### src/logic/nb_alarm_pkg.sv
// constants for the national-bit extractor and alarm integrator
package nb_alarm_pkg;
  // line timing
  localparam int LINE_RATE_KHZ = 2048;
  localparam int INTERVAL_US = 4000;
  localparam int BITS_PER_INTERVAL = INTERVAL_US * LINE_RATE_KHZ / 1000;
  localparam int BIT_CNT_W = $clog2(BITS_PER_INTERVAL);
  localparam int AIS_WINDOW_BITS = 512;
  localparam int AIS_WIN_W = $clog2(AIS_WINDOW_BITS);
  localparam int AIS_SAMPLES = BITS_PER_INTERVAL / AIS_WINDOW_BITS;
  localparam int AIS_HIT_W = $clog2(AIS_SAMPLES + 1);
  localparam int AIS_VALID_MIN = 13;
  localparam int ALARM_INTERVALS = 25;
  localparam int ALARM_CNT_W = 5;
  // national bits
  localparam int SA_COUNT = 5;
  localparam int CODEWORD_BITS = 4;
  localparam int SA_POS_W = 2;
  localparam int SA7_IDX = 3;
  localparam int LINK_VOTE_LEN = 3;
  localparam int LINK_VOTE_MIN = 2;
  // register byte offsets
  localparam logic [7:0] OFS_STATUS = 8'h00;
  localparam logic [7:0] OFS_INT_STAT = 8'h04;
  localparam logic [7:0] OFS_INT_MASK = 8'h08;
  localparam logic [7:0] OFS_CTRL = 8'h0C;
  localparam logic [7:0] OFS_NATBITS = 8'h10;
  localparam logic [7:0] OFS_COUNTS = 8'h14;
  // status bit positions
  localparam int ST_LINK_BIT = 0;
  localparam int ST_RED_BIT = 1;
  localparam int ST_AIS_BIT = 2;
  // interrupt bit positions
  localparam int INT_W = 4;
  localparam int INT_SUBMF_BIT = 0;
  localparam int INT_LINK_BIT = 1;
  localparam int INT_RED_BIT = 2;
  localparam int INT_AIS_BIT = 3;
  // counts field positions
  localparam int CNT_RED_LSB = 0;
  localparam int CNT_AIS_LSB = 8;
  // reset values
  localparam logic [INT_W-1:0] INT_MASK_RST = 4'h0;
  localparam logic CTRL_EN_RST = 1'b1;
  localparam logic [LINK_VOTE_LEN-1:0] SA7_HIST_RST = 3'h7;
endpackage

### src/logic/e1_national_bits_alarm_integrator.sv
// e1 receive back end: national bits, link id and alarm integration
//
// Design decisions made here: the APB register port and the register addresses.
`timescale 1ns/100ps
// How it works
// - gather a four-bit submultiframe codeword for each of Sa4 to Sa8
// - copy codewords to holding values only on the submultiframe event
// - set link id when two of the last three Sa7 bits are zero
// - clear link id when two of the last three Sa7 bits are one
// - declare each alarm only after roughly 100 ms of defect
// - withdraw each alarm only after roughly 100 ms without defect
// - interval is valid AIS when 13 of 16 detect samples are set
// - AIS counter rises per valid interval; alarm declared at 25
// - AIS counter falls per other interval; alarm removed at 0
// - interval is out of frame if loss indication seen at all
// - interval is in frame only if loss indication never seen
// - Red counter rises per out-of-frame interval; alarm at 25
// - Red counter falls per in-frame interval; removed at 0
// - all-ones detect comes from the framer's 512-bit zero count
// - loss indication comes from three bad alignment words in a row
module e1_national_bits_alarm_integrator
  import nb_alarm_pkg::*;
(
  // clock and reset
  input wire logic clk,
  input wire logic srst,
  // apb slave
  input wire logic psel,
  input wire logic penable,
  input wire logic pwrite,
  input wire logic [7:0] paddr,
  input wire logic [31:0] pwdata,
  output logic [31:0] prdata,
  output logic pready,
  output logic pslverr,
  // framer stream and defects
  input wire logic line_bit_en,
  input wire logic all_ones_defect_detect,
  input wire logic frame_loss_indication,
  input wire logic sa_strobe,
  input wire logic [SA_COUNT-1:0] sa_bits,
  input wire logic [SA_POS_W-1:0] sa_pos,
  input wire logic submf_end,
  // alarms and interrupt
  output logic link_id_detected,
  output logic red_alarm,
  output logic ais_alarm,
  output logic irq
);
  localparam logic [2:0] IDX_STATUS = 3'h0;
  localparam logic [2:0] IDX_INT_STAT = 3'h1;
  localparam logic [2:0] IDX_INT_MASK = 3'h2;
  localparam logic [2:0] IDX_CTRL = 3'h3;
  localparam logic [2:0] IDX_NATBITS = 3'h4;
  localparam logic [2:0] IDX_COUNTS = 3'h5;
  localparam logic [2:0] IDX_NONE = 3'h7;

  typedef struct packed {
    logic [BIT_CNT_W-1:0] bit_cnt;
    logic [AIS_HIT_W-1:0] ais_hits;
    logic oof_seen;
    logic [LINK_VOTE_LEN-1:0] sa7_hist;
    logic link_id;
    logic red_prev;
    logic ais_prev;
    logic [INT_W-1:0] int_stat;
    logic [INT_W-1:0] int_mask;
    logic integ_en;
    logic [31:0] rdata;
  } state_s;

  // sa7 history starts at all ones so link id is clear out of reset
  localparam state_s STATE_RST = '{
    bit_cnt: '0,
    ais_hits: '0,
    oof_seen: 1'b0,
    sa7_hist: SA7_HIST_RST,
    link_id: 1'b0,
    red_prev: 1'b0,
    ais_prev: 1'b0,
    int_stat: '0,
    int_mask: INT_MASK_RST,
    integ_en: CTRL_EN_RST,
    rdata: '0
  };

  state_s s_q;
  state_s s_d;

  logic interval_end;
  logic ais_valid;
  logic oof_interval;
  logic [ALARM_CNT_W-1:0] red_count;
  logic [ALARM_CNT_W-1:0] ais_count;
  logic [SA_COUNT*CODEWORD_BITS-1:0] codewords;

  function automatic logic [2:0] reg_index(input logic [7:0] addr);
    if (addr == OFS_STATUS) begin
      reg_index = IDX_STATUS;
    end else if (addr == OFS_INT_STAT) begin
      reg_index = IDX_INT_STAT;
    end else if (addr == OFS_INT_MASK) begin
      reg_index = IDX_INT_MASK;
    end else if (addr == OFS_CTRL) begin
      reg_index = IDX_CTRL;
    end else if (addr == OFS_NATBITS) begin
      reg_index = IDX_NATBITS;
    end else if (addr == OFS_COUNTS) begin
      reg_index = IDX_COUNTS;
    end else begin
      reg_index = IDX_NONE;
    end
  endfunction

  // three-bit vote, so there is never a tie
  function automatic logic zero_majority(input logic [LINK_VOTE_LEN-1:0] h);
    logic [1:0] zeros;
    zeros = '0;
    for (int i = 0; i < LINK_VOTE_LEN; i++) begin
      zeros = zeros + 2'(!h[i]);
    end
    zero_majority = zeros >= 2'(LINK_VOTE_MIN);
  endfunction

  // register read mux; unmapped offsets read as zero
  function automatic logic [31:0] read_word(
    input logic [2:0] i,
    input state_s s,
    input logic red,
    input logic ais,
    input logic [SA_COUNT*CODEWORD_BITS-1:0] cw,
    input logic [ALARM_CNT_W-1:0] rc,
    input logic [ALARM_CNT_W-1:0] ac
  );
    read_word = '0;
    if (i == IDX_STATUS) begin
      read_word[ST_LINK_BIT] = s.link_id;
      read_word[ST_RED_BIT] = red;
      read_word[ST_AIS_BIT] = ais;
    end else if (i == IDX_INT_STAT) begin
      read_word[INT_W-1:0] = s.int_stat;
    end else if (i == IDX_INT_MASK) begin
      read_word[INT_W-1:0] = s.int_mask;
    end else if (i == IDX_CTRL) begin
      read_word[0] = s.integ_en;
    end else if (i == IDX_NATBITS) begin
      read_word[SA_COUNT*CODEWORD_BITS-1:0] = cw;
    end else if (i == IDX_COUNTS) begin
      read_word[CNT_RED_LSB +: ALARM_CNT_W] = rc;
      read_word[CNT_AIS_LSB +: ALARM_CNT_W] = ac;
    end
  endfunction

  nat_bit_collector u_collect (
    .clk(clk),
    .srst(srst),
    .sa_strobe(sa_strobe),
    .sa_bits(sa_bits),
    .sa_pos(sa_pos),
    .submf_end(submf_end),
    .codewords(codewords)
  );

  // disabling integration clears both counters and drops both alarms
  // Red interval integration
  alarm_integrator #(
    .MAX_COUNT(ALARM_INTERVALS),
    .CW(ALARM_CNT_W)
  ) u_red (
    .clk(clk),
    .srst(srst),
    .clear(!s_q.integ_en),
    .tick(interval_end),
    .hit(oof_interval),
    .count(red_count),
    .alarm(red_alarm)
  );

  alarm_integrator #(
    .MAX_COUNT(ALARM_INTERVALS),
    .CW(ALARM_CNT_W)
  ) u_ais (
    .clk(clk),
    .srst(srst),
    .clear(!s_q.integ_en),
    .tick(interval_end),
    .hit(ais_valid),
    .count(ais_count),
    .alarm(ais_alarm)
  );

  always_comb begin
    logic [2:0] idx;
    logic ais_sample;
    logic [AIS_HIT_W-1:0] hits_now;
    logic oof_now;
    logic [LINK_VOTE_LEN-1:0] hist;
    logic [INT_W-1:0] set_ev;
    logic [INT_W-1:0] clr;

    idx = reg_index(paddr);
    ais_sample = 1'b0;
    hits_now = '0;
    oof_now = 1'b0;
    hist = '0;
    set_ev = '0;
    clr = '0;
    s_d = s_q;

    // interval timing runs off the line bit rate, 8192 bits per 4 ms
    interval_end = line_bit_en && (s_q.bit_cnt == BIT_CNT_W'(BITS_PER_INTERVAL - 1));
    if (line_bit_en) begin
      s_d.bit_cnt = s_q.bit_cnt + BIT_CNT_W'(1);
    end

    // the closing window's sample still counts toward its own interval
    // one detect sample per 512-bit window
    ais_sample = line_bit_en && (s_q.bit_cnt[AIS_WIN_W-1:0] == '1);
    // detect level is the framer's 512-bit zero-count result
    hits_now = s_q.ais_hits + AIS_HIT_W'(ais_sample && all_ones_defect_detect);
    // 13 of 16 samples make a valid AIS interval
    ais_valid = hits_now >= AIS_HIT_W'(AIS_VALID_MIN);

    // loss indication is watched every cycle, not just per bit
    oof_now = s_q.oof_seen | frame_loss_indication;
    // any occurrence marks the interval out of frame
    oof_interval = oof_now;
    // in-frame interval is the complement over the whole interval
    if (interval_end) begin
      s_d.ais_hits = '0;
      s_d.oof_seen = 1'b0;
    end else begin
      s_d.ais_hits = hits_now;
      s_d.oof_seen = oof_now;
    end

    // sa7 history only moves on a qualifying frame
    hist = s_q.sa7_hist;
    if (sa_strobe) begin
      hist = {s_q.sa7_hist[LINK_VOTE_LEN-2:0], sa_bits[SA7_IDX]};
    end
    s_d.sa7_hist = hist;
    // majority of zeros raises link id
    if (zero_majority(hist)) begin
      s_d.link_id = 1'b1;
    end else begin
      s_d.link_id = 1'b0;
    end

    // change events lag the alarm by a cycle, off registered copies
    s_d.red_prev = red_alarm;
    s_d.ais_prev = ais_alarm;
    // submultiframe interrupt coincides with the holding copy
    set_ev[INT_SUBMF_BIT] = submf_end;
    set_ev[INT_LINK_BIT] = s_d.link_id != s_q.link_id;
    set_ev[INT_RED_BIT] = red_alarm != s_q.red_prev;
    set_ev[INT_AIS_BIT] = ais_alarm != s_q.ais_prev;

    // write takes effect at the access edge; pready is high in every access phase
    if (psel && penable && pwrite) begin
      if (idx == IDX_INT_STAT) begin
        clr = pwdata[INT_W-1:0];
      end else if (idx == IDX_INT_MASK) begin
        s_d.int_mask = pwdata[INT_W-1:0];
      end else if (idx == IDX_CTRL) begin
        s_d.integ_en = pwdata[0];
      end
    end
    // a new event beats a same-cycle clear
    s_d.int_stat = (s_q.int_stat & ~clr) | set_ev;

    // read data is captured in the setup cycle so it comes from a flop
    if (psel && !penable) begin
      s_d.rdata = read_word(idx, s_q, red_alarm, ais_alarm, codewords, red_count, ais_count);
    end
  end

  always_ff @(posedge clk) begin
    if (srst) begin
      s_q <= STATE_RST;
    end else begin
      s_q <= s_d;
    end
  end

  // 25 intervals of 4 ms give the declaration time
  // draining from 25 to 0 gives the removal time
  // AIS removal at zero is handled in the integrator
  // Red removal at zero is handled in the integrator
  // saturation lives in the integrator counters
  assign pready = psel && penable;
  // unmapped offsets still complete at once, flagged as an error
  assign pslverr = psel && penable && (reg_index(paddr) == IDX_NONE);
  assign prdata = s_q.rdata;
  assign link_id_detected = s_q.link_id;
  // a level: drops as soon as software clears or masks the cause
  assign irq = |(s_q.int_stat & s_q.int_mask);
endmodule

### src/logic/alarm_integrator.sv
// up/down interval counter with saturating alarm declaration
`timescale 1ns/100ps
module alarm_integrator
  import nb_alarm_pkg::*;
#(
  parameter int MAX_COUNT = ALARM_INTERVALS,
  parameter int CW = ALARM_CNT_W
) (
  // clock and reset
  input wire logic clk,
  input wire logic srst,
  // interval results
  input wire logic clear,
  input wire logic tick,
  input wire logic hit,
  // results
  output logic [CW-1:0] count,
  output logic alarm
);
  typedef struct packed {
    logic [CW-1:0] cnt;
    logic alarm;
  } integ_s;

  localparam logic [CW-1:0] TOP = CW'(MAX_COUNT);

  integ_s s_q;
  integ_s s_d;

  always_comb begin
    s_d = s_q;
    if (clear) begin
      s_d = '0;
    end else if (tick) begin
      // saturate both ways so a long defect cannot wrap the count
      if (hit && s_q.cnt != TOP) begin
        s_d.cnt = s_q.cnt + CW'(1);
      end else if (!hit && s_q.cnt != '0) begin
        s_d.cnt = s_q.cnt - CW'(1);
      end
      // alarm keeps its value between the two end points
      if (s_d.cnt == TOP) begin
        s_d.alarm = 1'b1;
      end else if (s_d.cnt == '0) begin
        s_d.alarm = 1'b0;
      end
    end
  end

  always_ff @(posedge clk) begin
    if (srst) begin
      s_q <= '0;
    end else begin
      s_q <= s_d;
    end
  end

  assign count = s_q.cnt;
  assign alarm = s_q.alarm;
endmodule

### src/logic/nat_bit_collector.sv
// assembles the five national-bit codewords per submultiframe
`timescale 1ns/100ps
module nat_bit_collector
  import nb_alarm_pkg::*;
(
  // clock and reset
  input wire logic clk,
  input wire logic srst,
  // framer national bits
  input wire logic sa_strobe,
  input wire logic [SA_COUNT-1:0] sa_bits,
  input wire logic [SA_POS_W-1:0] sa_pos,
  input wire logic submf_end,
  // holding values
  output logic [SA_COUNT*CODEWORD_BITS-1:0] codewords
);
  localparam int CWW = SA_COUNT * CODEWORD_BITS;

  typedef struct packed {
    logic [CWW-1:0] work;
    logic [CWW-1:0] hold;
  } coll_s;

  coll_s s_q;
  coll_s s_d;

  always_comb begin
    s_d = s_q;
    if (sa_strobe) begin
      // bit 1 of each codeword lands in its msb
      for (int i = 0; i < SA_COUNT; i++) begin
        s_d.work[i*CODEWORD_BITS + (CODEWORD_BITS-1) - int'(sa_pos)] = sa_bits[i];
      end
    end
    // copy only on the submultiframe event, including a bit taken this cycle
    if (submf_end) begin
      s_d.hold = s_d.work;
    end
  end

  always_ff @(posedge clk) begin
    if (srst) begin
      s_q <= '0;
    end else begin
      s_q <= s_d;
    end
  end

  assign codewords = s_q.hold;
endmodule

### config.mk
export PLATFORM = sky130hd
export DESIGN_NAME = e1_national_bits_alarm_integrator
export DESIGN_NICKNAME = d
export VERILOG_FILES = /design/src/logic/nb_alarm_pkg.sv /design/src/logic/e1_national_bits_alarm_integrator.sv /design/src/logic/alarm_integrator.sv /design/src/logic/nat_bit_collector.sv
export SDC_FILE = /design/constraint.sdc
export NUM_CORES = 1
export LEC_CHECK = 0
export BUFFER_PORTS_ARGS = -buffer_cell sky130_fd_sc_hd__buf_4
export CORE_MARGIN = 2
export CORE_UTILIZATION = 56
export DETAILED_ROUTE_END_ITERATION = 12
export GPL_TIMING_DRIVEN = 0
export PLACE_DENSITY = 0.8
export RECOVER_POWER = 100
export SYNTH_ARGS = -nofsm -noshare
export SYNTH_HDL_FRONTEND = slang
export SYNTH_HIERARCHICAL = 1
export SYNTH_SLANG_ARGS = --single-unit
### constraint.sdc
create_clock -name clk -period 4.7 [get_ports clk]
set_input_delay 0.94 -clock clk [delete_from_list [all_inputs] [get_ports clk]]
set_output_delay 0.94 -clock clk [all_outputs]
set_load 0.02 [all_outputs]
* Word-level counts from Yosys, hierarchy flattened
Cells that the tools add are included.
** Word-level totals
- Register bits :: 106
- Bits of input ports :: 57
- Word-level logic and storage cells :: 159
** Cells by class
- Add/subtract/negate cells :: 13
- Magnitude comparators :: 12
- Eq/ne operators :: 20
- Mux-type cells :: 52
- Bitwise logic cells :: 8
- Reductions and logical operators :: 37
** Operators by type and width (count)
- $ge 32x1->1 const B :: 5
- $lt 32x7->1 const B :: 5
- $bwmux 20 :: 5
- $mux 5 :: 12
- $mux 16 :: 2
- $demux 1 s5 :: 5
- $mux 3 :: 7
- $mux 20 :: 1
- $mux 19 :: 1
- $mux 17 :: 1
- $eq 8x4->1 const B :: 2
- $eq 8x5->1 const B :: 2
- $logic_and 1x1->1 :: 16
- $mux 4 :: 4
- $add 13x1->13 const B :: 1
- $eq 13x13->1 const B :: 1
- $mux 1 :: 11
- $add 5x1->5 const B :: 2
- $eq 5x5->1 const B :: 2
- $logic_not 5->1 :: 2
- $ne 5x5->1 const B :: 2
- $reduce_bool 5->1 :: 2
- $sub 4x2->5 const A :: 2
- $sub 5x1->5 const B :: 2
- other kinds (30) :: 47

* Logic depth before layout (Yosys ltp)
Gate-level depths: netlist of the first run.
- Word-level depth :: 14
- Depth in mapped cells :: 16

* Cells and area by module
The synthesis of the first run kept the hierarchy.
** By module, submodules not included
- e1_national_bits_alarm_integrator :: instances 1, cells an instance 309, area an instance 2772.7 um^2, sequential area each 1081.0 um^2
- nat_bit_collector :: instances 1, cells an instance 152, area an instance 1527.7 um^2, sequential area each 800.8 um^2
- alarm_integrator :: instances 2, cells an instance 54, area an instance 503.0 um^2, sequential area each 120.1 um^2

* Worst setup path after synthesis of the first run
No wires, ideal clock.
- Kind :: input -> register
- From :: input port line_bit_en
- To :: register u_ais.s_q (netlist bit u_ais/alarm)
- Data arrival time :: 3.587 ns
- Data required time :: 4.641 ns
- Path slack :: 1.053 ns
- Stages on the path :: 13
- Path buffers :: 1
- Cell sequence :: clkbuf_1 and3_1 ha_1 ha_1 or2_2 a21oi_1 nor3_1 a2bb2oi_1 or4_1 o21ai_2 xor2_1 a41o_1 o311a_1
** Between the ends
- Word-level cells in the longest chain between the ends :: 13
- Elaborated cells on any way between the ends :: 17
- Those cells by class :: add/sub: 1; order compare: 1; eq/ne: 1; mux: 5; reduce/logical: 9
** RTL lines
- start: declaration :: RTL line e1_national_bits_alarm_integrator.sv:37 : input wire logic line_bit_en,
- $logic_and 1x1->1 (*) :: RTL line e1_national_bits_alarm_integrator.sv:218 : ais_sample = line_bit_en && (s_q.bit_cnt[AIS_WIN_W-1:0] == '1);
- $logic_and 1x1->1 (*) :: RTL line e1_national_bits_alarm_integrator.sv:220 : hits_now = s_q.ais_hits + AIS_HIT_W'(ais_sample && all_ones_defect_detect);
- $add 5x1->5 (*) :: RTL line e1_national_bits_alarm_integrator.sv:220
- $ge 5x4->1 (*) :: RTL line e1_national_bits_alarm_integrator.sv:222 : ais_valid = hits_now >= AIS_HIT_W'(AIS_VALID_MIN);
- named net ais_valid :: RTL line e1_national_bits_alarm_integrator.sv:91 : logic ais_valid;
- $logic_not 1->1 :: RTL line alarm_integrator.sv:38 : end else if (!hit && s_q.cnt != '0) begin
- $logic_and 1x1->1 :: RTL line alarm_integrator.sv:38
- $mux 5 :: RTL line alarm_integrator.sv:38
- $mux 5 (*) :: RTL line alarm_integrator.sv:36 : if (hit && s_q.cnt != TOP) begin
- $mux 5 (*) :: RTL line alarm_integrator.sv:34 : end else if (tick) begin
- $mux 5 (*) :: RTL line alarm_integrator.sv:32 : if (clear) begin
- $eq 5x5->1 / $logic_not 5->1 (equally long branches) :: RTL line alarm_integrator.sv:42, alarm_integrator.sv:44
- $reduce_bool 2->1 (no source line)
- $reduce_and 2->1 (no source line)
- end signal: assignment :: RTL line alarm_integrator.sv:52 : s_q <= '0;
- end signal: assignment :: RTL line alarm_integrator.sv:54 : s_q <= s_d;
- end: declaration :: RTL line alarm_integrator.sv:27 : integ_s s_q;
The timed path passes the listed nets; every way through them passes the cells marked *. The select of a mux whose other input is x is not followed.
A chain may end at the register's enable or synchronous reset.

* Worst setup path in the final report of the first run
- From :: register s_q[53] (netlist bit)
- To :: register u_ais.s_q (netlist bit u_ais/alarm)
** Between the ends
- Word-level cells in the longest chain between the ends :: 14
- Elaborated cells on any way between the ends :: 19
- Those cells by class :: add/sub: 1; order compare: 1; eq/ne: 3; mux: 5; reduce/logical: 9
** RTL lines
- start: declaration :: RTL line e1_national_bits_alarm_integrator.sv:87 : state_s s_q;
- start signal: assignment :: RTL line e1_national_bits_alarm_integrator.sv:280 : s_q <= STATE_RST;
- start signal: assignment :: RTL line e1_national_bits_alarm_integrator.sv:282 : s_q <= s_d;
- $eq 9x9->1 (*) :: RTL line e1_national_bits_alarm_integrator.sv:218
- $logic_and 1x1->1 (*) :: RTL line e1_national_bits_alarm_integrator.sv:218
- $logic_and 1x1->1 (*) :: RTL line e1_national_bits_alarm_integrator.sv:220
- $add 5x1->5 (*) :: RTL line e1_national_bits_alarm_integrator.sv:220
- $ge 5x4->1 (*) :: RTL line e1_national_bits_alarm_integrator.sv:222
- named net ais_valid :: RTL line e1_national_bits_alarm_integrator.sv:91
- $logic_not 1->1 :: RTL line alarm_integrator.sv:38
- $logic_and 1x1->1 :: RTL line alarm_integrator.sv:38
- $mux 5 :: RTL line alarm_integrator.sv:38
- $mux 5 (*) :: RTL line alarm_integrator.sv:36
- $mux 5 (*) :: RTL line alarm_integrator.sv:34
- $mux 5 (*) :: RTL line alarm_integrator.sv:32
- $eq 5x5->1 / $logic_not 5->1 (equally long branches) :: RTL line alarm_integrator.sv:42, alarm_integrator.sv:44
- $reduce_bool 2->1 (no source line)
- $reduce_and 2->1 (no source line)
Marked as above.

==> impl_results.html, run 1 <==
<table>
<tr><th>Metric</th><th>Value</th></tr>
<tr><th colspan="2">Routing</th></tr>
<tr><td>Initial DRC Count</td><td>295</td></tr>
<tr><td>Number of nets with antenna violations after detailed routing</td><td>0</td></tr>
<tr><td>Via count</td><td>4308</td></tr>
<tr><td>Number of vias per cell</td><td>5.67</td></tr>
<tr><td>Length of the first detailed-routing pass in iterations</td><td>5</td></tr>
<tr><td>Final wirelength</td><td>11.8 mm</td></tr>
<tr><td>Detailed-route DRC error count</td><td>0</td></tr>
<tr><td>Final routed wire length divided by cell count</td><td>15.6 µm</td></tr>
<tr><th colspan="2">STA</th></tr>
<tr><td>Worst setup margin</td><td>0.788 ns</td></tr>
<tr><td>Setup TNS after final layout</td><td>0 ns</td></tr>
<tr><td>Final Max Slew Viols</td><td>11</td></tr>
<tr><td>RSZ-0062 raised after global routing</td><td>false</td></tr>
<tr><td>Relative slew slack</td><td>-13.8%</td></tr>
<tr><td>Clock period minus final worst setup slack</td><td>3.91 ns</td></tr>
<tr><td>Clock Skews</td><td>0.0120 ns</td></tr>
<tr><td>Final worst-path cycle share</td><td>83.2%</td></tr>
<tr><td>Transition time at the pin with the least slew margin</td><td>1.69 ns</td></tr>
<tr><td>Maximum frequency from static timing analysis</td><td>256 MHz</td></tr>
<tr><td>Endpoints failing setup</td><td>0</td></tr>
<tr><td>Hold violation total from the final report</td><td>0</td></tr>
<tr><th colspan="2">Floorplan</th></tr>
<tr><td>Die area</td><td>0.0103 mm²</td></tr>
<tr><td>Die Span Y</td><td>101 µm</td></tr>
<tr><td>Cell Rows</td><td>35</td></tr>
<tr><td>Die X-Extent</td><td>101 µm</td></tr>
<tr><td>Core box area</td><td>0.00920 mm²</td></tr>
<tr><td>Initial core utilization</td><td>57.7%</td></tr>
<tr><td>Boundary pin count</td><td>95</td></tr>
<tr><th colspan="2">Placed design</th></tr>
<tr><td>Number of instances in the placed design</td><td>744</td></tr>
<tr><td>IO buf count</td><td>53</td></tr>
<tr><td>Worst slack, placed</td><td>0.600 ns</td></tr>
<tr><td>Routability Congestion</td><td>0.889</td></tr>
<tr><td>Half-perimeter wire length of the detailed placement result</td><td>8.91 mm</td></tr>
<tr><td>Placed instance area</td><td>0.00588 mm²</td></tr>
<tr><th colspan="2">Global route</th></tr>
<tr><td>Gr ovfl total</td><td>0</td></tr>
<tr><td>Met1 track demand over resource</td><td>30.5%</td></tr>
<tr><td>Global routing usage on met2</td><td>40.0%</td></tr>
<tr><td>Vias in the first global route</td><td>4036</td></tr>
<tr><td>Layer with the highest usage after global routing</td><td>met2</td></tr>
<tr><td>Global-route track usage on met3</td><td>4.14%</td></tr>
<tr><td>Global-route wire length before repair</td><td>19.2 mm</td></tr>
<tr><td>Initial antenna violation count</td><td>0</td></tr>
<tr><td>Global Route Usage Sum</td><td>23.6%</td></tr>
<tr><td>Largest net degree at the start of global routing</td><td>23</td></tr>
<tr><th colspan="2">Clocking</th></tr>
<tr><td>Clock tree from TritonCTS</td><td>yes</td></tr>
<tr><td>Reg clk slew, reported paths</td><td>0.11 ns</td></tr>
<tr><td>CTS Root Cell</td><td>sky130_fd_sc_hd__clkbuf_8</td></tr>
<tr><td>CTS Hold Buffers Added</td><td>0</td></tr>
<tr><td>Clock sinks</td><td>106</td></tr>
<tr><td>Setup repair bufs after CTS</td><td>0</td></tr>
<tr><td>Clock latency of the later-clocked register in the worst-skew pair</td><td>0.38 ns</td></tr>
<tr><td>Post-cts sizing count</td><td>0</td></tr>
<tr><td>CTS H-tree depth</td><td>3</td></tr>
<tr><td>Clock Tree Buf Depth</td><td>2</td></tr>
<tr><td>TritonCTS buffer count</td><td>9</td></tr>
<tr><th colspan="2">Worst setup path</th></tr>
<tr><td>Endpoint required time on the critical path</td><td>4.97 ns</td></tr>
<tr><td>CP Data Arrival Time</td><td>4.18 ns</td></tr>
<tr><td>Worst setup path category</td><td>reg -&gt; reg</td></tr>
<tr><td>Type of destination of the critical path</td><td>flip-flop</td></tr>
<tr><td>Sort of element at the start of the critical path</td><td>flip-flop</td></tr>
<tr><td>Maximum fanout encountered on the critical timing path</td><td>8</td></tr>
<tr><th colspan="2">Yosys</th></tr>
<tr><td>Number of synthesis warnings</td><td>6</td></tr>
<tr><td>Gate Count Post-Synth</td><td>569</td></tr>
<tr><td>Number of unique standard cell types used by synthesis</td><td>65</td></tr>
<tr><td>Summed instance area of the synthesized netlist</td><td>0.00531 mm²</td></tr>
<tr><td>Avg Inst Size Synth</td><td>9.33 µm²</td></tr>
<tr><td>Synth Flop Type</td><td>sky130_fd_sc_hd__dfxtp_1</td></tr>
<tr><td>Sequential cell area fraction in the yosys report</td><td>40.0%</td></tr>
<tr><td>Number of flops mapped to enable cells by yosys</td><td>0</td></tr>
<tr><td>Async set-reset flop share out of synthesis</td><td>0%</td></tr>
<tr><td>Flip-flop and latch count after synthesis</td><td>106</td></tr>
<tr><th colspan="2">Final layout</th></tr>
<tr><td>Number of non-filler instances in the completed layout</td><td>760</td></tr>
<tr><td>Layout cell share with drive strength beyond 1</td><td>19.3%</td></tr>
<tr><td>Fraction of the core area covered by cells at the end of the flow</td><td>64.9%</td></tr>
<tr><td>Number of nets in the finished design</td><td>712</td></tr>
<tr><td>Cell area after layout</td><td>0.00597 mm²</td></tr>
<tr><td>Area growth from synthesis to final layout</td><td>12.4%</td></tr>
<tr><td>Number of fill cells</td><td>812</td></tr>
<tr><td>Diode insertion count for antenna repair</td><td>0</td></tr>
<tr><th colspan="2">Flow run</th></tr>
<tr><td>Total of max-cap violations</td><td>1</td></tr>
<tr><th colspan="2">Pwr</th></tr>
<tr><td>Leakage power total</td><td>0.00248 µW</td></tr>
<tr><td>Power density over the cells</td><td>280 mW/mm²</td></tr>
<tr><td>Worst vdd ir</td><td>0.000229 V</td></tr>
<tr><th colspan="2">Hold path</th></tr>
<tr><td>Worst hold path class</td><td>reg -&gt; reg</td></tr>
<tr><th colspan="2">Status</th></tr>
<tr><td>Result of the run</td><td>complete, but fails checks</td></tr>
<tr><td>Failing checks</td><td>max-capacitance violations, max-slew violations</td></tr>
</table>
state kept, by name (all words and copies together), names as in the netlist:
register / flops
link_id_detected: 1
prdata: 20
s_q: 33
u_ais/alarm: 1
u_ais/count: 5
u_collect/codewords: 20
u_collect/s_q: 20
u_red/alarm: 1
u_red/count: 5
Yosys cell counts (3+ instances only):
| cell | n | area (µm²) |
|---|---|---|
| sky130_fd_sc_hd__mux2i_1 | 33 | 330 |
| sky130_fd_sc_hd__inv_1 | 13 | 48.8 |
| sky130_fd_sc_hd__nand2_1 | 14 | 52.6 |
| sky130_fd_sc_hd__and3_1 | 3 | 18.8 |
| sky130_fd_sc_hd__o21ai_0 | 7 | 35.0 |
| sky130_fd_sc_hd__clkbuf_1 | 16 | 60.1 |
| sky130_fd_sc_hd__a22oi_1 | 18 | 135 |
| sky130_fd_sc_hd__a211oi_1 | 24 | 180 |
| sky130_fd_sc_hd__xor2_1 | 13 | 114 |
| sky130_fd_sc_hd__buf_4 | 54 | 405 |
| sky130_fd_sc_hd__nand3_1 | 18 | 90.1 |
| sky130_fd_sc_hd__nand3b_1 | 3 | 22.5 |
| sky130_fd_sc_hd__nor2b_1 | 6 | 37.5 |
| sky130_fd_sc_hd__o41ai_1 | 4 | 35.0 |
| sky130_fd_sc_hd__ha_1 | 11 | 138 |
| sky130_fd_sc_hd__nand2b_1 | 8 | 50.1 |
| sky130_fd_sc_hd__a21oi_1 | 13 | 65.1 |
| sky130_fd_sc_hd__nor2_1 | 96 | 360 |
| sky130_fd_sc_hd__dfxtp_1 | 106 | 2120 |
| sky130_fd_sc_hd__nand4_1 | 7 | 43.8 |
| sky130_fd_sc_hd__buf_6 | 4 | 45.0 |
| sky130_fd_sc_hd__nor3_1 | 12 | 60.1 |
| sky130_fd_sc_hd__and3b_1 | 3 | 26.3 |
| sky130_fd_sc_hd__xnor2_1 | 11 | 96.3 |
| sky130_fd_sc_hd__mux2_2 | 6 | 67.6 |
where the power goes:
part           switching (µW)  leakage [µW]  total, µW  internal, µW
clock network             360      0.000107        578           217
registers                12.0      0.000861        931           919
logic                    92.1       0.00151        163          71.0
total                     464       0.00248       1670          1210
per-layer routing:
layer  up-vias  routed length (µm)
met3        26                 583
met1      2029                5260
met5         -                   0
met2       145                5740
met4         0                 247
li1       2108                   -
critical path, stage by stage (launching register included):
cell                        delay [ns]
sky130_fd_sc_hd__dfxtp_1          0.35
sky130_fd_sc_hd__ha_1             0.23
sky130_fd_sc_hd__nand3_1          0.12
sky130_fd_sc_hd__nor2_1           0.08
sky130_fd_sc_hd__ha_1             0.18
sky130_fd_sc_hd__and3_1           0.16
sky130_fd_sc_hd__ha_1             0.22
sky130_fd_sc_hd__ha_1             0.29
sky130_fd_sc_hd__or2_2            0.12
sky130_fd_sc_hd__a21oi_1          0.06
sky130_fd_sc_hd__nor3_1           0.17
sky130_fd_sc_hd__a2bb2oi_1        0.62
sky130_fd_sc_hd__mux2_1           0.47
sky130_fd_sc_hd__a211oi_4         0.32
sky130_fd_sc_hd__nand3b_1         0.12
sky130_fd_sc_hd__o311a_1          0.29
cells in the final DEF, fill, tap and decap left out, types with 3 or more instances in the layout:
cell,Yosys,routed
sky130_fd_sc_hd__nand4_1,7,7
sky130_fd_sc_hd__a22oi_1,18,18
sky130_fd_sc_hd__nand3_1,18,18
sky130_fd_sc_hd__mux2_2,6,6
sky130_fd_sc_hd__a21oi_1,13,13
sky130_fd_sc_hd__xor2_1,13,13
sky130_fd_sc_hd__o21ai_0,7,8
sky130_fd_sc_hd__nor3_1,12,12
sky130_fd_sc_hd__buf_6,4,3
sky130_fd_sc_hd__clkinv_8,0,3
sky130_fd_sc_hd__xnor2_1,11,11
sky130_fd_sc_hd__buf_4,54,79
sky130_fd_sc_hd__nand3b_1,3,3
sky130_fd_sc_hd__mux2i_1,33,33
sky130_fd_sc_hd__ha_1,11,11
sky130_fd_sc_hd__clkbuf_1,16,43
sky130_fd_sc_hd__nand2b_1,8,8
sky130_fd_sc_hd__or4_1,2,4
sky130_fd_sc_hd__dfxtp_1,106,106
sky130_fd_sc_hd__inv_1,13,13
sky130_fd_sc_hd__and3b_1,3,3
sky130_fd_sc_hd__nor2_1,96,96
sky130_fd_sc_hd__a211oi_1,24,24
sky130_fd_sc_hd__clkbuf_8,0,9
sky130_fd_sc_hd__nor2b_1,6,6
sky130_fd_sc_hd__nor4_1,2,3
sky130_fd_sc_hd__nand2_1,14,14
sky130_fd_sc_hd__conb_1,1,12
sky130_fd_sc_hd__and3_1,3,3
sky130_fd_sc_hd__o41ai_1,4,4
per-stage QoR:
stage / hold WS [ns] / power (µW)
2_1_floorplan: 0.447 / 1060
3_3_place_gp: 0.461 / 1110
3_5_place_dp: 0.466 / 1120
4_1_cts: 0.494 / 1680
5_1_grt: 0.518 / 1730
6_report: 0.488 / 1670
cell type report:
type                            instances  area (µm²)  area share, %
Clock inverter                          7        88.8           1.49
Tap cell                              111         139           2.33
Inverter                               13        48.8          0.818
Buffer                                 77         533           8.93
Clock buffer                            9         124           2.08
Timing Repair Buffer                   53         304           5.10
Sequential cell                       106        2120           35.6
Multi-Input combinational cell        384        2610           43.7
worst paths after layout:
path | start | endpoint | slack, ns | cells after the start
setup reg to reg | s_q[53]$_SDFFE_PP0P_ | u_ais/alarm$_SDFFE_PP0P_ | 0.79 | 15
setup / recovery | s_q[53]$_SDFFE_PP0P_ | u_ais/alarm$_SDFFE_PP0P_ | 0.79 | 15
hold / removal | s_q[46]$_SDFF_PP1_ | s_q[46]$_SDFF_PP1_ | 0.49 | 2
hold reg to reg | s_q[46]$_SDFF_PP1_ | s_q[46]$_SDFF_PP1_ | 0.49 | 2
cells by family after synthesis:
| family | count (synthesis) | share of synthesized area [%] |
|---|---|---|
| AO/OA/AOI/OAI | 96 | 13.8 |
| XOR/XNOR | 24 | 3.96 |
| adder cells (fa/ha/maj) | 11 | 2.59 |
| buffers and inverters | 90 | 11.2 |
| flip-flops | 106 | 40.0 |
| multiplexers | 41 | 8.06 |
| other | 1 | 0.0707 |
| AND/OR/NAND/NOR | 200 | 20.3 |
(Power assumes the default switching activity.)
==> run 2, diff against run 1 <==
clock period = 3.7 ns   (was 4.7 ns; I/O delays follow)
==> run 2 against run 1 <==
The run now ends clean. Maximum frequency rose by 7.6%. Die area did not move. Sequential power rose by 27%. Global-route usage is the same. Non-clock buffer count increased by 8. Sequential share of layout area shrank 1.3 points. Combinational power increased by 33%.
==> impl_results.html, run 2 (synthesis results as in run 1) <==
<table>
<tr><th>Metric</th><th>Value</th></tr>
<tr><th colspan="2">Worst setup path</th></tr>
<tr><td>Sort of element at the start of the critical path</td><td>flip-flop</td></tr>
<tr><td>Worst setup slack for register-to-register paths</td><td>0.07 ns (-0.72 ns)</td></tr>
<tr><td>CP Data Arrival Time</td><td>3.96 ns (-0.22 ns)</td></tr>
<tr><td>Maximum fanout encountered on the critical timing path</td><td>7 (-1)</td></tr>
<tr><td>Worst setup path category</td><td>reg -&gt; reg</td></tr>
<tr><td>Type of destination of the critical path</td><td>flip-flop</td></tr>
<tr><td>Endpoint required time on the critical path</td><td>4.03 ns (-0.94 ns)</td></tr>
<tr><th colspan="2">Clocking</th></tr>
<tr><td>Clock tree from TritonCTS</td><td>yes</td></tr>
<tr><td>Clock Tree Buf Depth</td><td>2 (unchanged)</td></tr>
<tr><td>CTS Root Cell</td><td>sky130_fd_sc_hd__clkbuf_8</td></tr>
<tr><td>Clock sinks</td><td>106 (unchanged)</td></tr>
<tr><td>Reg clk slew, reported paths</td><td>0.11 ns (about the same)</td></tr>
<tr><td>Clock latency of the later-clocked register in the worst-skew pair</td><td>0.38 ns (about the same)</td></tr>
<tr><td>CTS Hold Buffers Added</td><td>0 (unchanged)</td></tr>
<tr><td>TritonCTS buffer count</td><td>9 (unchanged)</td></tr>
<tr><td>CTS H-tree depth</td><td>3 (unchanged)</td></tr>
<tr><th colspan="2">Global route</th></tr>
<tr><td>Global-route wire length before repair</td><td>19.2 mm (unchanged)</td></tr>
<tr><td>Initial antenna violation count</td><td>0 (unchanged)</td></tr>
<tr><td>Largest net degree at the start of global routing</td><td>23 (unchanged)</td></tr>
<tr><td>Global Route Usage Sum</td><td>23.6% (unchanged)</td></tr>
<tr><td>Gr ovfl total</td><td>0 (unchanged)</td></tr>
<tr><td>Vias in the first global route</td><td>4036 (unchanged)</td></tr>
<tr><th colspan="2">Final layout</th></tr>
<tr><td>Number of non-filler instances in the completed layout</td><td>768 (+1.1%)</td></tr>
<tr><td>Area of combinational cells with multiple inputs</td><td>0.00271 mm² (+3.9%)</td></tr>
<tr><td>Fraction of the core area covered by cells at the end of the flow</td><td>67.9% (+3.0 points)</td></tr>
<tr><td>Layout cell share with drive strength beyond 1</td><td>27.4% (+8.1 points)</td></tr>
<tr><td>Diode insertion count for antenna repair</td><td>0 (unchanged)</td></tr>
<tr><td>Commonest non-fill, non-tap cell in the layout</td><td>sky130_fd_sc_hd__buf_4</td></tr>
<tr><td>Storage element area</td><td>0.00214 mm² (+0.71%)</td></tr>
<tr><td>Max FFs per register</td><td>33 (unchanged)</td></tr>
<tr><td>Most flop-heavy register</td><td>s_q</td></tr>
<tr><td>Number of nets in the finished design</td><td>720 (+1.1%)</td></tr>
<tr><td>Area growth from synthesis to final layout</td><td>17.6%</td></tr>
<tr><td>Most frequent cells in the layout</td><td>sky130_fd_sc_hd__buf_4 (113), sky130_fd_sc_hd__dfxtp_1 (100), sky130_fd_sc_hd__nor2_1 (95)</td></tr>
<tr><td>Number of fill cells</td><td>761 (-6.3%)</td></tr>
<tr><th colspan="2">STA</th></tr>
<tr><td>Final Max Slew Viols</td><td>0 (-11)</td></tr>
<tr><td>Endpoints failing setup</td><td>0 (unchanged)</td></tr>
<tr><td>Clock period minus final worst setup slack</td><td>3.63 ns (-0.278 ns)</td></tr>
<tr><td>Hold violation total from the final report</td><td>0 (unchanged)</td></tr>
<tr><td>Setup TNS after final layout</td><td>0 ns (unchanged)</td></tr>
<tr><td>Final worst-path cycle share</td><td>98.2% (+15 points)</td></tr>
<tr><td>Clock Skews</td><td>0.0151 ns (+0.00315 ns)</td></tr>
<tr><td>Maximum frequency from static timing analysis</td><td>275 MHz (+7.6%)</td></tr>
<tr><td>Worst setup margin</td><td>0.0658 ns (-0.722 ns)</td></tr>
<tr><td>Relative slew slack</td><td>26.0% (+40 points)</td></tr>
<tr><td>Transition time at the pin with the least slew margin</td><td>1.11 ns (-0.581 ns)</td></tr>
<tr><th colspan="2">Routing</th></tr>
<tr><td>Via count</td><td>4327 (+0.44%)</td></tr>
<tr><td>Number of nets with antenna violations after detailed routing</td><td>0 (unchanged)</td></tr>
<tr><td>Initial DRC Count</td><td>314 (+6.4%)</td></tr>
<tr><td>Number of vias per cell</td><td>5.63 (-0.61%)</td></tr>
<tr><td>Final routed wire length divided by cell count</td><td>15.8 µm (+1.5%)</td></tr>
<tr><td>Final wirelength</td><td>12.1 mm (+2.6%)</td></tr>
<tr><td>Length of the first detailed-routing pass in iterations</td><td>5 (unchanged)</td></tr>
<tr><td>Detailed-route DRC error count</td><td>0 (unchanged)</td></tr>
<tr><th colspan="2">Pwr</th></tr>
<tr><td>Leakage power total</td><td>0.00265 µW (+6.9%)</td></tr>
<tr><td>Power density over the cells</td><td>342 mW/mm² (+22%)</td></tr>
<tr><td>Worst vdd ir</td><td>0.000291 V (+27%)</td></tr>
<tr><th colspan="2">Placed design</th></tr>
<tr><td>Half-perimeter wire length of the detailed placement result</td><td>8.91 mm (unchanged)</td></tr>
<tr><td>Worst slack, placed</td><td>-0.200 ns (-0.800 ns)</td></tr>
<tr><td>IO buf count</td><td>53 (unchanged)</td></tr>
<tr><td>Number of instances in the placed design</td><td>744 (unchanged)</td></tr>
<tr><td>Routability Congestion</td><td>0.889 (unchanged)</td></tr>
<tr><th colspan="2">Floorplan</th></tr>
<tr><td>Cell Rows</td><td>35 (unchanged)</td></tr>
<tr><td>Die area</td><td>0.0103 mm² (unchanged)</td></tr>
<tr><td>Boundary pin count</td><td>95 (unchanged)</td></tr>
<tr><td>Die X-Extent</td><td>101 µm (unchanged)</td></tr>
<tr><td>Initial core utilization</td><td>57.7% (unchanged)</td></tr>
<tr><td>Core box area</td><td>0.00920 mm² (unchanged)</td></tr>
<tr><td>Die Span Y</td><td>101 µm (unchanged)</td></tr>
<tr><th colspan="2">Flow run</th></tr>
<tr><td>Total of max-cap violations</td><td>0 (-1)</td></tr>
<tr><th colspan="2">Status</th></tr>
<tr><td>Result of the run</td><td>completed</td></tr>
<tr><th colspan="2">Hold path</th></tr>
<tr><td>Worst hold path class</td><td>reg -&gt; reg</td></tr>
</table>
-- run 2: cell types whose count changed in the layout (fill, tap and decap cells not counted), moves of 3 or more --
cell,before,now
sky130_fd_sc_hd__buf_4,79,113
sky130_fd_sc_hd__clkbuf_1,43,18
sky130_fd_sc_hd__dfxtp_1,106,100
sky130_fd_sc_hd__dfxtp_2,0,3
sky130_fd_sc_hd__dfxtp_4,0,3
sky130_fd_sc_hd__or4_1,4,1
sky130_fd_sc_hd__or4_4,0,3
-- run 2: cell type report --
cell class,count,area share [%]
Timing Repair Buffer,61,7.28
Clock buffer,9,1.98
Multi-Input combinational cell,384,43.4
Clock inverter,7,1.42
Tap cell,111,2.23
Inverter,13,0.782
Sequential cell,106,34.2
Buffer,77,8.66
-- run 2: final timing paths --
check,start,end,cells past startpoint
worst min-delay path,s_q[46]$_SDFF_PP1_,s_q[46]$_SDFF_PP1_,2
worst min register to register,s_q[46]$_SDFF_PP1_,s_q[46]$_SDFF_PP1_,2
worst max-delay path,s_q[58]$_SDFFE_PP0P_,u_ais/alarm$_SDFFE_PP0P_,15
worst max register to register,s_q[58]$_SDFFE_PP0P_,u_ais/alarm$_SDFFE_PP0P_,15
-- run 2: routing by layer --
| metal | up-vias | track usage, % | routed length [µm] | part of all wire (%) |
|---|---|---|---|---|
| met5 | - | 0 | 0 | 0 |
| met4 | 0 | 7.90 | 304 | 2.5 |
| met3 | 33 | 4.14 | 556 | 4.6 |
| met2 | 148 | 40.0 | 5910 | 49 |
| met1 | 2031 | 30.5 | 5360 | 44 |
| li1 | 2115 | - | - | - |
-- run 2: worst max-delay path, cell delays in order, from the launching register on --
cell and delay, ns:
sky130_fd_sc_hd__dfxtp_2 0.39, sky130_fd_sc_hd__nand4_1 0.27, sky130_fd_sc_hd__nor2_4 0.19, sky130_fd_sc_hd__ha_1 0.15
sky130_fd_sc_hd__and3_1 0.17, sky130_fd_sc_hd__ha_2 0.21, sky130_fd_sc_hd__ha_1 0.24, sky130_fd_sc_hd__or2_2 0.33
sky130_fd_sc_hd__a21oi_2 0.16, sky130_fd_sc_hd__nor3_2 0.07, sky130_fd_sc_hd__a2bb2oi_4 0.18, sky130_fd_sc_hd__or4_4 0.52
sky130_fd_sc_hd__o21ai_4 0.18, sky130_fd_sc_hd__xor2_1 0.20, sky130_fd_sc_hd__a41o_1 0.20, sky130_fd_sc_hd__o311a_1 0.14
-- run 2: metrics by stage --
stage / hold WS (ns) / area (µm²) / power (µW)
4_1_cts: 0.494 / 6100 / 2140
6_report: 0.489 / 6240 / 2140
2_1_floorplan: 0.447 / 5350 / 1340
3_5_place_dp: 0.466 / 5880 / 1420
3_3_place_gp: 0.461 / 5880 / 1410
5_1_grt: 0.518 / 6240 / 2210
-- run 2: what timing repair did --
item,4_1_cts,5_1_grt
pin swaps,0,7
gates resized for setup,1,22
endpoints found under the setup margin,2,5
setup buffers,0,8
-- run 2: report_power, final --
part           switching, µW  internal (µW)  total, µW
sequential              16.0           1170       1180
clock                    462            276        738
combinational            120           97.0        217
